`src/hdl/purs_pkg.sv`:
```
// Constants shared by the power-up reset sequencer
package purs_pkg;
    // Clock rates
    localparam int unsigned CLK_HZ          = 200000000;
    localparam int unsigned SLOW_OSC_HZ     = 1000000;
    localparam int unsigned FAST_OSC_HZ     = 50000000;
    localparam int unsigned SLOW_DIV        = CLK_HZ / SLOW_OSC_HZ;
    localparam int unsigned FAST_DIV        = CLK_HZ / FAST_OSC_HZ;
    // Power-on delay settings in microseconds
    localparam int unsigned DLY_50US_US     = 50;
    localparam int unsigned DLY_1MS_US      = 1000;
    localparam int unsigned DLY_10MS_US     = 10000;
    localparam int unsigned DLY_100MS_US    = 100000;
    // Delay select codes
    localparam logic [1:0]  DSEL_50US       = 2'h0;
    localparam logic [1:0]  DSEL_1MS        = 2'h1;
    localparam logic [1:0]  DSEL_10MS       = 2'h2;
    localparam logic [1:0]  DSEL_100MS      = 2'h3;
    // Slow-tick width of the delay counter
    localparam int unsigned DLY_W           = 17;
    // Period variability margin, percent
    localparam int unsigned VAR_PCT         = 10;
    // Settle time between steps in fast ticks
    localparam int unsigned STEP_TICKS      = 4;
    localparam int unsigned STEP_W          = 3;

    typedef enum logic [3:0] {
        PURS_ST_RAMP,
        PURS_ST_DELAY,
        PURS_ST_OSC_SWAP,
        PURS_ST_FABRIC_ON,
        PURS_ST_IBUF_ON,
        PURS_ST_FPOR_REL,
        PURS_ST_WAIT_CCC,
        PURS_ST_WAIT_SPLL,
        PURS_ST_M2F_REL,
        PURS_ST_OBUF_ON,
        PURS_ST_RUN
    } purs_state_e;
endpackage

```
`src/hdl/purs_sync.sv`:
```
// Two-flop synchroniser for one asynchronous level
`timescale 1ns/10ps
module purs_sync #(
    parameter logic RST_VAL = 1'b0
) (
    input  wire logic ref_clk_i,
    input  wire logic rst_i,
    input  wire logic async_i,
    output logic      sync_o
);
    logic meta_ff;
    logic sync_ff;

    always_ff @(posedge ref_clk_i) begin
        if (rst_i) begin
            meta_ff <= RST_VAL;
            sync_ff <= RST_VAL;
        end else begin
            meta_ff <= async_i;
            sync_ff <= meta_ff;
        end
    end

    assign sync_o = sync_ff;
endmodule // purs_sync

```
`src/hdl/purs_sequencer.sv`:
```
// Power-up to functional reset sequencer
// Operation
// - Assert internal power-on reset at power-up
// - Fabric sees reset only after supply check
// - Slow oscillator clocks delay counter during reset
// - Release internal reset at terminal count
// - Gate slow oscillator, enable fast oscillator
// - Power fabric RAMs, fabric_block_a, DDR, transceivers
// - Enable input buffers before fabric reset release
// - Then release fabric power-on reset
// - Fabric PLL lock precedes subsystem PLL lock
// - Release subsystem-to-fabric reset after subsystem lock
// - Output buffer enable is final step
// - Terminal count from setting, frequency, variability
// - Accept power-on, system and block requests
// - Delay settings 50us, 1ms, 10ms, 100ms
// - Delay counter runs only on power-up
// - Fabric reset low on power-up, pin, program, zeroize
`timescale 1ns/10ps
module purs_sequencer #(
    parameter int unsigned SLOW_DIV = purs_pkg::SLOW_DIV,
    parameter int unsigned FAST_DIV = purs_pkg::FAST_DIV,
    parameter int unsigned VAR_PCT  = purs_pkg::VAR_PCT,
    parameter int unsigned NBLK     = 4
) (
    input  wire logic            ref_clk_i,
    input  wire logic            rst_i,
    input  wire logic            supply_ok_i,
    input  wire logic [1:0]      delay_sel_i,
    input  wire logic            device_reset_pin_n_i,
    input  wire logic            prog_done_i,
    input  wire logic            zeroize_done_i,
    input  wire logic            sc_sys_reset_req_i,
    input  wire logic            fabric_sys_reset_req_i,
    input  wire logic [NBLK-1:0] fabric_blk_reset_req_i,
    input  wire logic [NBLK-1:0] system_register_block_blk_reset_req_i,
    input  wire logic            ccc_lock_i,
    input  wire logic            subsystem_pll_lock_i,
    output logic                 internal_por_n_o,
    output logic                 slow_osc_en_o,
    output logic                 fast_osc_en_o,
    output logic                 fabric_power_en_o,
    output logic                 ibuf_en_o,
    output logic                 fabric_por_n_o,
    output logic                 subsystem_to_fabric_reset_n_o,
    output logic                 obuf_en_o,
    output logic                 sys_reset_n_o,
    output logic [NBLK-1:0]      blk_reset_n_o,
    output logic                 lock_order_err_o
);
    // =========================================================
    // Elaboration checks
    if (SLOW_DIV < 2 || FAST_DIV < 1 || SLOW_DIV <= FAST_DIV || VAR_PCT > 50) begin : g_bad_div
        $error("purs_sequencer: unsupported divider or margin");
    end
    if (NBLK < 1) begin : g_bad_nblk
        $error("purs_sequencer: NBLK must be at least one");
    end

    // =========================================================
    // Input synchronisers
    localparam int unsigned NSYNC = 8;
    logic [NSYNC-1:0] async_v;
    logic [NSYNC-1:0] sync_v;
    logic [NBLK-1:0]  fblk_s;
    logic [NBLK-1:0]  sblk_s;
    logic supply_s, pin_n_s, prog_s, zero_s, scsys_s, fsys_s, ccc_s, spll_s;

    assign async_v = {supply_ok_i, device_reset_pin_n_i, prog_done_i, zeroize_done_i,
                      sc_sys_reset_req_i, fabric_sys_reset_req_i, ccc_lock_i,
                      subsystem_pll_lock_i};
    assign {supply_s, pin_n_s, prog_s, zero_s, scsys_s, fsys_s, ccc_s, spll_s} = sync_v;

    for (genvar g = 0; g < NSYNC; g++) begin : g_sync
        purs_sync #(.RST_VAL((g == 6) ? 1'b1 : 1'b0)) u_sync (
            .ref_clk_i (ref_clk_i),
            .rst_i     (rst_i),
            .async_i   (async_v[g]),
            .sync_o    (sync_v[g])
        );
    end
    for (genvar b = 0; b < NBLK; b++) begin : g_blk
        purs_sync u_fb (
            .ref_clk_i (ref_clk_i),
            .rst_i     (rst_i),
            .async_i   (fabric_blk_reset_req_i[b]),
            .sync_o    (fblk_s[b])
        );
        purs_sync u_sb (
            .ref_clk_i (ref_clk_i),
            .rst_i     (rst_i),
            .async_i   (system_register_block_blk_reset_req_i[b]),
            .sync_o    (sblk_s[b])
        );
    end

    // =========================================================
    // Oscillator ticks
    localparam int unsigned DIV_W = $clog2(SLOW_DIV + 1);
    logic [DIV_W-1:0] div_ff;
    logic             tick;
    logic             slow_run;

    assign slow_run = slow_osc_en_o;
    assign tick = (div_ff == DIV_W'(0));

    // Active oscillator pace; slow while the delay counter runs
    always_ff @(posedge ref_clk_i) begin
        if (rst_i || tick)
            div_ff <= slow_run ? DIV_W'(SLOW_DIV - 1) : DIV_W'(FAST_DIV - 1);
        else
            div_ff <= div_ff - DIV_W'(1);
    end

    // =========================================================
    // Terminal count: nominal ticks plus variability margin
    function automatic logic [purs_pkg::DLY_W-1:0] term_cnt(input logic [1:0] sel);
        int unsigned us;
        us = purs_pkg::DLY_100MS_US;
        case (sel)
            purs_pkg::DSEL_50US: us = purs_pkg::DLY_50US_US;
            purs_pkg::DSEL_1MS:  us = purs_pkg::DLY_1MS_US;
            purs_pkg::DSEL_10MS: us = purs_pkg::DLY_10MS_US;
            default:             us = purs_pkg::DLY_100MS_US;
        endcase
        return purs_pkg::DLY_W'(us + (us * VAR_PCT + 99) / 100);
    endfunction

    // Setting caught when the supply check passes, not at reset
    logic [1:0] dsel_ff;
    logic [purs_pkg::DLY_W-1:0] dly_ff;
    logic [purs_pkg::STEP_W-1:0] step_ff;
    purs_pkg::purs_state_e st_ff;
    logic step_done;
    logic [3:0] st_q_ff;

    // Count left over from a waiting state must not end the next step early
    assign step_done = tick && (st_q_ff == 4'(st_ff)) &&
                       (step_ff == purs_pkg::STEP_W'(purs_pkg::STEP_TICKS - 1));

    // =========================================================
    // Sequence state machine
    // A cold power-on is rst_i; the reset pin and programming events never
    // re-enter the delay state, they only pull the fabric resets and output buffer enable.
    always_ff @(posedge ref_clk_i) begin
        if (rst_i) begin
            st_ff <= purs_pkg::PURS_ST_RAMP;
        end else begin
            case (st_ff)
                purs_pkg::PURS_ST_RAMP:
                    if (supply_s)
                        st_ff <= purs_pkg::PURS_ST_DELAY;
                purs_pkg::PURS_ST_DELAY:
                    if (tick && dly_ff == term_cnt(dsel_ff))
                        st_ff <= purs_pkg::PURS_ST_OSC_SWAP;
                purs_pkg::PURS_ST_OSC_SWAP:
                    if (step_done)
                        st_ff <= purs_pkg::PURS_ST_FABRIC_ON;
                purs_pkg::PURS_ST_FABRIC_ON:
                    if (step_done)
                        st_ff <= purs_pkg::PURS_ST_IBUF_ON;
                purs_pkg::PURS_ST_IBUF_ON:
                    if (step_done)
                        st_ff <= purs_pkg::PURS_ST_FPOR_REL;
                purs_pkg::PURS_ST_FPOR_REL:
                    if (step_done)
                        st_ff <= purs_pkg::PURS_ST_WAIT_CCC;
                purs_pkg::PURS_ST_WAIT_CCC:
                    if (ccc_s && tick)
                        st_ff <= purs_pkg::PURS_ST_WAIT_SPLL;
                purs_pkg::PURS_ST_WAIT_SPLL:
                    if (spll_s && tick)
                        st_ff <= purs_pkg::PURS_ST_M2F_REL;
                purs_pkg::PURS_ST_M2F_REL:
                    if (step_done)
                        st_ff <= purs_pkg::PURS_ST_OBUF_ON;
                purs_pkg::PURS_ST_OBUF_ON:
                    st_ff <= purs_pkg::PURS_ST_RUN;
                purs_pkg::PURS_ST_RUN:
                    st_ff <= purs_pkg::PURS_ST_RUN;
                default:
                    st_ff <= purs_pkg::PURS_ST_RAMP;
            endcase
        end
    end

    // Delay counter, running only in the power-up delay state
    always_ff @(posedge ref_clk_i) begin
        if (rst_i)
            dly_ff <= '0;
        else if (st_ff == purs_pkg::PURS_ST_DELAY && tick)
            dly_ff <= dly_ff + purs_pkg::DLY_W'(1);
        else if (st_ff != purs_pkg::PURS_ST_DELAY)
            dly_ff <= '0;
    end

    always_ff @(posedge ref_clk_i) begin
        if (rst_i)
            dsel_ff <= purs_pkg::DSEL_100MS;
        else if (st_ff == purs_pkg::PURS_ST_RAMP)
            dsel_ff <= delay_sel_i;
    end

    // Settle counter between fast-clock steps
    always_ff @(posedge ref_clk_i) begin
        if (rst_i)
            st_q_ff <= 4'h0;
        else
            st_q_ff <= 4'(st_ff);
    end
    always_ff @(posedge ref_clk_i) begin
        if (rst_i || st_q_ff != 4'(st_ff))
            step_ff <= '0;
        else if (tick)
            step_ff <= step_ff + purs_pkg::STEP_W'(1);
    end

    // =========================================================
    // Sequenced outputs, all updated every reference clock, not only on the oscillator tick
    logic post_por;
    logic fpor_cause;
    assign post_por   = (st_ff >= purs_pkg::PURS_ST_OSC_SWAP);
    assign fpor_cause = !pin_n_s || prog_s || zero_s;

    always_ff @(posedge ref_clk_i) begin
        if (rst_i) begin
            internal_por_n_o  <= 1'b0;
            slow_osc_en_o     <= 1'b0;
            fast_osc_en_o     <= 1'b0;
            fabric_power_en_o <= 1'b0;
            ibuf_en_o         <= 1'b0;
            obuf_en_o         <= 1'b0;
        end else begin
            internal_por_n_o  <= post_por;
            slow_osc_en_o     <= (st_ff == purs_pkg::PURS_ST_DELAY) ||
                                 (st_ff == purs_pkg::PURS_ST_RAMP && supply_s);
            fast_osc_en_o     <= post_por;
            fabric_power_en_o <= (st_ff >= purs_pkg::PURS_ST_FABRIC_ON);
            ibuf_en_o         <= (st_ff >= purs_pkg::PURS_ST_IBUF_ON);
            obuf_en_o         <= (st_ff >= purs_pkg::PURS_ST_OBUF_ON) && !fpor_cause;
        end
    end

    // Resets deassert only on a tick of the running oscillator
    always_ff @(posedge ref_clk_i) begin
        if (rst_i) begin
            fabric_por_n_o                <= 1'b0;
            subsystem_to_fabric_reset_n_o <= 1'b0;
        end else begin
            if (fpor_cause || st_ff < purs_pkg::PURS_ST_FPOR_REL)
                fabric_por_n_o <= 1'b0;
            else if (tick)
                fabric_por_n_o <= 1'b1;
            if (fpor_cause || st_ff < purs_pkg::PURS_ST_M2F_REL || !sys_reset_n_o)
                subsystem_to_fabric_reset_n_o <= 1'b0;
            else if (tick)
                subsystem_to_fabric_reset_n_o <= 1'b1;
        end
    end

    // =========================================================
    // Reset request classes
    always_ff @(posedge ref_clk_i) begin
        if (rst_i) begin
            sys_reset_n_o <= 1'b0;
            blk_reset_n_o <= '0;
        end else begin
            sys_reset_n_o <= post_por && !scsys_s && !fsys_s;
            blk_reset_n_o <= (post_por && !scsys_s && !fsys_s) ?
                             ~(fblk_s | sblk_s) : '0;
        end
    end

    // Subsystem lock seen while fabric lock is missing
    always_ff @(posedge ref_clk_i) begin
        if (rst_i)
            lock_order_err_o <= 1'b0;
        else if (st_ff == purs_pkg::PURS_ST_WAIT_CCC && spll_s && !ccc_s)
            lock_order_err_o <= 1'b1;
    end

    // =========================================================
    // Checks
    AST_POR_AT_START: assert property (@(posedge ref_clk_i) $rose(rst_i) |=> !internal_por_n_o)
        else $error("internal reset not low after power-on");
    AST_OSC_EXCL: assert property (@(posedge ref_clk_i) disable iff (rst_i)
        !(slow_osc_en_o && fast_osc_en_o))
        else $error("both oscillators enabled");
    AST_IBUF_FIRST: assert property (@(posedge ref_clk_i) disable iff (rst_i)
        $rose(fabric_por_n_o) |-> ibuf_en_o && fabric_power_en_o)
        else $error("fabric reset released before input buffers");
    AST_FPOR_AFTER_POR: assert property (@(posedge ref_clk_i) disable iff (rst_i)
        fabric_por_n_o |-> internal_por_n_o && fast_osc_en_o)
        else $error("fabric reset released too early");
    AST_M2F_AFTER_LOCK: assert property (@(posedge ref_clk_i) disable iff (rst_i)
        $rose(subsystem_to_fabric_reset_n_o) |-> fabric_por_n_o && $past(spll_s, 2))
        else $error("subsystem reset released without lock");
    AST_OBUF_LAST: assert property (@(posedge ref_clk_i) disable iff (rst_i)
        $rose(obuf_en_o) |-> $past(st_ff) >= purs_pkg::PURS_ST_OBUF_ON)
        else $error("output buffers enabled early");
    AST_PIN_FPOR: assert property (@(posedge ref_clk_i) disable iff (rst_i)
        fpor_cause |=> !fabric_por_n_o)
        else $error("fabric reset not asserted by reset event");
    AST_DLY_IDLE: assert property (@(posedge ref_clk_i) disable iff (rst_i)
        st_ff != purs_pkg::PURS_ST_DELAY |=> dly_ff == '0)
        else $error("delay counter runs outside power-up");
    AST_SYS_REQ: assert property (@(posedge ref_clk_i) disable iff (rst_i)
        fsys_s |=> !sys_reset_n_o ##1 !subsystem_to_fabric_reset_n_o)
        else $error("system reset request ignored");
endmodule // purs_sequencer

```
`config.mk`:
```
export PLATFORM = sky130hd
export DESIGN_NAME = purs_sequencer
export DESIGN_NICKNAME = d
export VERILOG_FILES = /design/src/hdl/purs_pkg.sv /design/src/hdl/purs_sync.sv /design/src/hdl/purs_sequencer.sv
export SDC_FILE = /design/constraint.sdc
export NUM_CORES = 1
export LEC_CHECK = 0
export ABC_AREA = 1
export BUFFER_PORTS_ARGS = -buffer_cell sky130_fd_sc_hd__buf_4
export CAP_MARGIN = 15
export CORE_ASPECT_RATIO = 1.5
export CORE_MARGIN = 2
export CORE_UTILIZATION = 41
export DETAILED_ROUTE_END_ITERATION = 8
export PLACE_DENSITY = 0.57
export SYNTH_ARGS = -nofsm -noshare
export SYNTH_HDL_FRONTEND = slang
export SYNTH_HIERARCHICAL = 1
export SYNTH_SLANG_ARGS = --single-unit
```
`constraint.sdc`:
```
create_clock -name ref_clk_i -period 4.8 [get_ports ref_clk_i]
set_input_delay 0.24 -clock ref_clk_i [delete_from_list [all_inputs] [get_ports ref_clk_i]]
set_output_delay 0.24 -clock ref_clk_i [all_outputs]
set_load 0.01 [all_outputs]
```
After elaboration in Yosys (flattened, before gate mapping). Index checks and enable logic that the tools add are counted.

Flip-flop bits (word level): 83. Bits of input ports: 20. Output and inout port bits: 14. Word-level logic and storage cells: 142.

Add/sub/neg operators: 5. $mul: 1. Div/mod/pow operators: 1. $lt $le $gt $ge: 6. Equal/unequal tests: 26. Mux-type cells: 17. Bitwise gates (word level): 3. Reductions and logical operators: 35.

Operator list (number): 2-to-1 mux 32 bit (2); case mux 17 bit (3 select lines) (1); case mux 4 bit (10 select lines) (1); 2-to-1 mux 4 bit (9); 2-to-1 mux 17 bit (2); adder 32 x 7 -> 32 bit (second input constant) (1); divider 32 x 7 -> 32 bit (second input constant) (1); multiplier 32 x 3 -> 31 bit (second input constant) (1); adder 17 x 1 -> 17 bit (second input constant) (1); adder 17 bit (1); equality test 17 bit (1); equality test 4 x 3 -> 1 bit (second input constant) (4); 2-to-1 mux 8 bit (2); inequality test 2 bit (second input constant) (8); equality test 4 bit (second input constant) (3); logical AND 1 bit (12); AND reduction 9 bit (1); equality test 4 x 2 -> 1 bit (second input constant) (2); >= comparator 4 x 2 -> 1 bit (second input constant) (2); zero test 8 bit (1); logical OR 1 bit (8); OR reduction 2 bit (4); subtractor 8 x 1 -> 8 bit (second input constant) (1); zero test 1 bit (6); 19 further kinds (19).

Logic depth before layout (Yosys ltp).
Depth in word-level cells: 12. Depth in mapped cells: 27. Mapped depth without buffers: 26.

By module. The synthesis kept the hierarchy.

Modules (own cells, without submodules): purs_sequencer (instances 1, cells each 454, area an instance 3096.7 sq um, sequential area each 1021.0 sq um); purs_sync at g_blk[0].u_fb ... (instances 15, cells each 6, area an instance 55.1 sq um, sequential area each 40.0 sq um); purs_sync at g_sync[6].u_sync (instances 1, cells each 7, area an instance 58.8 sq um, sequential area each 40.0 sq um).

Least setup slack after synthesis. Ideal clock, no wire load.

Kind: reg2reg. Start point: register dsel_ff[0]. End point: register st_ff[2]. Setup time: 0.132 ns. Arrival: 2.804 ns. Required time: 4.668 ns. Slack: 1.864 ns. Stages on the path, launching flop included: 27. Path buffers: 1. Period minus slack after synthesis: 2.936 ns. Cells stage by stage: dfxtp_1 -> inv_1 -> ha_1 -> buf_2 -> inv_1 -> nand2_1 -> nand3_1 -> nand2_1 -> nand2_1 -> nand2_1 -> nor2_1 -> nand2_1 -> nand2_1 -> inv_1 -> ha_1 -> xnor2_1 -> nand3_1 -> nor2_1 -> nand3_1 -> nor2_1 -> nand4_1 -> nor2_1 -> nand3_1 -> nand2_2 -> nand2_2 -> nand2_1 -> a21oi_1.

Cells in the longest elaborated chain, start to end: 12. Elaborated cells between the ends (all ways): 14. Those cells by class: add/sub: 2; mul: 1; div: 1; eq/ne: 4; mux: 3; reduce/logical: 3.

Ends and longest elaborated chain: from (decl) (RTL line purs_sequencer.sv:130) `logic [1:0] dsel_ff;`; from (signal assigned) (RTL line purs_sequencer.sv:199) `dsel_ff <= purs_pkg::DSEL_100MS;`; from (signal assigned) (RTL line purs_sequencer.sv:201) `dsel_ff <= delay_sel_i;`; equality test 2 bit, or another cell as far along (RTL line purs_sequencer.sv:120) `case (sel)`; case mux 17 bit (3 select lines) * (RTL line purs_sequencer.sv:120); 2-to-1 mux 32 bit * (RTL line purs_sequencer.sv:149) `case (st_ff)`; 2-to-1 mux 32 bit * (RTL line purs_sequencer.sv:146) `if (rst_i) begin`; multiplier 32 x 3 -> 31 bit (RTL line purs_sequencer.sv:126) `return purs_pkg::DLY_W'(us + (us * VAR_PCT + 99) / 100);`; adder 32 x 7 -> 32 bit (RTL line purs_sequencer.sv:126); divider 32 x 7 -> 32 bit (RTL line purs_sequencer.sv:126); adder 17 bit * (RTL line purs_sequencer.sv:126); equality test 17 bit * (RTL line purs_sequencer.sv:154) `if (tick && dly_ff == term_cnt(dsel_ff))`; logical AND 1 bit * (RTL line purs_sequencer.sv:154); inequality test 2 bit (no source line) *; AND reduction 9 bit (no source line) *; to (signal assigned) (RTL line purs_sequencer.sv:152) `st_ff <= purs_pkg::PURS_ST_DELAY;`; to (signal assigned) (RTL line purs_sequencer.sv:155) `st_ff <= purs_pkg::PURS_ST_OSC_SWAP;`; to (signal assigned) (RTL line purs_sequencer.sv:158) `st_ff <= purs_pkg::PURS_ST_FABRIC_ON;`; to (decl) (RTL line purs_sequencer.sv:133) `purs_pkg::purs_state_e st_ff;`.

Every way passes the cells marked *; elsewhere a longest branch is shown, timed or not. The select of a mux whose other input is x is not followed. A chain may end at the register's enable or synchronous reset.

Worst setup path in the final report. Same ends and word-level chain as after synthesis.

==> impl_metrics.ini <==
[power_and_ir_drop]
peakVddDrop_mv = 0.276
p_leak_uw = 0.00218
power_density_mw_per_mm2 = 475

[finish]
stdcell_area_mm2 = 0.00460
drive_gt1_share_pct = 13.1
antenna_cells = 0
final_cell_mix = nand2_1 (120), inv_1 (92), dfxtp_1 (83)
final_nets = 620
syn2layout_area_growth_pct = 15.4
final_common_cell = nand2_1

[clock_network]
cts-root-buf = clkbuf_16
cts_resized = 0
cts_max_level = 3
cts_tree = built
clockBufferDepth = 2
clk_pin_slew_ns = 0.06
ctsHoldBuffers = 0
cts_setup_buffers = 0
cts_inserted_buffers = 9
cts_sinks = 83
clk-insertion-delay-late_ns = 0.34

[yosys]
yosys.area_share.simple_pct = 31.1
ys_types = 38
avgSynthCellArea_um2 = 7.23
synth_compound_area_share_pct = 8.64
yosysSeqAreaShare_pct = 41.7
ys_warn_count = 6
yosysTopAreaCell = dfxtp_1
synth.mux.area_fraction_pct = 0
synth_area_mm2 = 0.00398
synthAdderAreaFrac_pct = 4.90
synth_xor_area_share_pct = 3.08
synthTopCellsByArea = dfxtp_1 (42%), nand2_1 (11%), inv_1 (8.7%), nor2_1 (7.7%), ha_1 (4.4%)
ys_seq_elements = 83
synth_top_family_by_area = simple AND/OR/NAND/NOR gates
yosysTopAreaCellShare_pct = 41.7
syn_inst = 551
syn_nets = 586

[grt]
grt_pass1_vias = 3193
grt_max_degree = 45
grt_usage_pct = 17.1
gr-total-overflow = 0
antenna_found_initial = 0
grt_pass1_wl_mm = 14.4

[sta]
setup_viol = 0
rsz0062_at_grt = false
skew_ns = 0.00499
finalCritPeriodShare_pct = 72.5
slew_headroom_pct = 63.4
max_freq_ghz = 0.287
report.final.slew_viol_count = 0
setup_tns_ns = 0
timing.final.ws_setup_ns = 1.32
finalHoldViolCount = 0
worstMarginPinSlew_ns = 0.548
fin_crit_ns = 3.48

[worst_setup_path]
start_kind = register
critPathCapture = st_ff[2]
cp-startpoint = dsel_ff[0]
reg2regPathDepth = 23
cp_max_fo = 15
end_kind = register
r2r_start = dsel_ff[0]
r2r_slack_ns = 1.32
required_ns = 5.01
r2r_end = st_ff[2]
worstSetupPathType = register to register
cp.arrival_ns = 3.69

[job]
cap_violations = 0

[detailed_routing]
wl_per_cell_um = 12.1
viasPerCell = 4.89
vias = 3445
postRouteWirelength_mm = 8.50
antenna_left = 0
firstDrtPassIters = 4
initialDrtViolationCount = 104
drc_errors = 0

[status]
status = completed

[floorplan]
coreArea_mm2 = 0.00958
die_y_um = 125
start_util_pct = 41.6
die_area_mm2 = 0.0105
die_w_um = 84.5
num_rows = 44
ios = 34

[placed_design]
routabilityCongestion = 0.890
place_area_mm2 = 0.00431
io_buffer_count = 33
pre_cts_slack_ns = 1.35
dp_hpwl_mm = 6.54

[min_path]
hold_path.class = primary input to register
logic make-up after synthesis:
logic type / Yosys count
buffers and inverters: 105
AND/OR/NAND/NOR: 275
AO/OA/AOI/OAI: 59
flip-flops: 83
XOR/XNOR: 14
adder cells (fa/ha/maj): 15
sequential cells by signal (all words and copies together) (netlist names), 2 cells and up:
signal / cells
blk_reset_n_o: 4
div_ff: 8
dly_ff: 17
dsel_ff: 2
g_blk.u_fb/meta_ff: 4
g_blk.u_fb/sync_o: 4
g_blk.u_sb/meta_ff: 4
g_blk.u_sb/sync_o: 4
g_sync.u_sync/meta_ff: 8
g_sync.u_sync/sync_o: 8
st_ff: 4
st_q_ff: 4
step_ff: 3
layer usage:
layer | track usage [%] | up-vias | share of wire (%)
met2 | 30.8 | 85 | 53
met3 | 3.71 | 17 | 4.2
met5 | 0 | - | 0
met1 | 18.1 | 1546 | 39
met4 | 9.52 | 0 | 3.4
li1 | - | 1797 | -
how the worst min path moves through the flow:
stage	from	end	slack [ns]	depth (start not counted)
finish	device_reset_pin_n_i	g_sync[6].u_sync/meta_ff	0.06	3
CTS	device_reset_pin_n_i	g_sync[6].u_sync/meta_ff	0.06	3
global placement	g_blk[3].u_fb/sync_o	blk_reset_n_o[3]	0.38	1
global route	fabric_blk_reset_req_i[0]	g_blk[0].u_fb/meta_ff	0.09	3
floorplan	rst_i	g_blk[0].u_fb/meta_ff	0.31	1
detailed placement	div_ff[0]	div_ff[0]	0.38	1
per-stage QoR:
| step | std cells | power, uW | hold slack, ns | utilization (%) |
|---|---|---|---|---|
| after CTS | 705 | 2200 | 0.0551 | 48.0 |
| after detailed placement | 689 | 1540 | 0.379 | 45.0 |
| after global routing | 705 | 2330 | 0.0934 | 48.0 |
| final | 705 | 2180 | 0.0647 | 48.0 |
| after global placement | 689 | 1530 | 0.376 | 45.0 |
| after floorplan | 551 | 1370 | 0.311 | - |
worst max-delay path: stages, from the launching register on:
cell	delay (ns)
dfxtp_1	0.47
inv_1	0.17
ha_1	0.43
ha_1	0.42
nand2_1	0.06
nand3_1	0.07
nand2_1	0.05
nor2_1	0.08
nand2_1	0.05
nand2_1	0.07
inv_1	0.04
ha_1	0.27
xnor2_1	0.14
nand3_1	0.08
nor2_1	0.10
nand3_1	0.08
nor2_1	0.13
nand4_1	0.10
nor2_1	0.13
nand3_1	0.10
nand2_2	0.11
nand2_2	0.07
nand2_1	0.06
a21oi_1	0.06
synthesized netlist by cell type, drive strengths merged:
library cell / n
nand2: 127
inv: 95
nor2: 89
dfxtp: 83
nand3: 34
a21oi: 29
o21ai: 15
ha: 14
nor3: 11
xnor2: 11
buf: 9
nand4: 8
a211oi: 5
o211ai: 3
o21a: 3
xor2: 3
nor3b: 2
nor4: 2
or2: 2
a2111oi: 1
a22oi: 1
a311oi: 1
clkbuf: 1
fa: 1
o2111a: 1
where the power goes:
part           internal, uW  total (uW)  leakage (uW)  switching, uW
Clock                   358         657      0.000131            299
Combinational           259         743       0.00137            483
Sequential              740         781      0.000678           41.4
layout make-up:
class / count / area, um^2
Fill cell: 1026 / 4980
Multi-Input combinational cell: 363 / 1900
Sequential cell: 83 / 1660
Inverter: 95 / 357
Timing Repair Buffer: 33 / 248
Clock buffer: 9 / 225
Tap cell: 115 / 144
Clock inverter: 7 / 60.1
(Power assumes the default switching activity.)
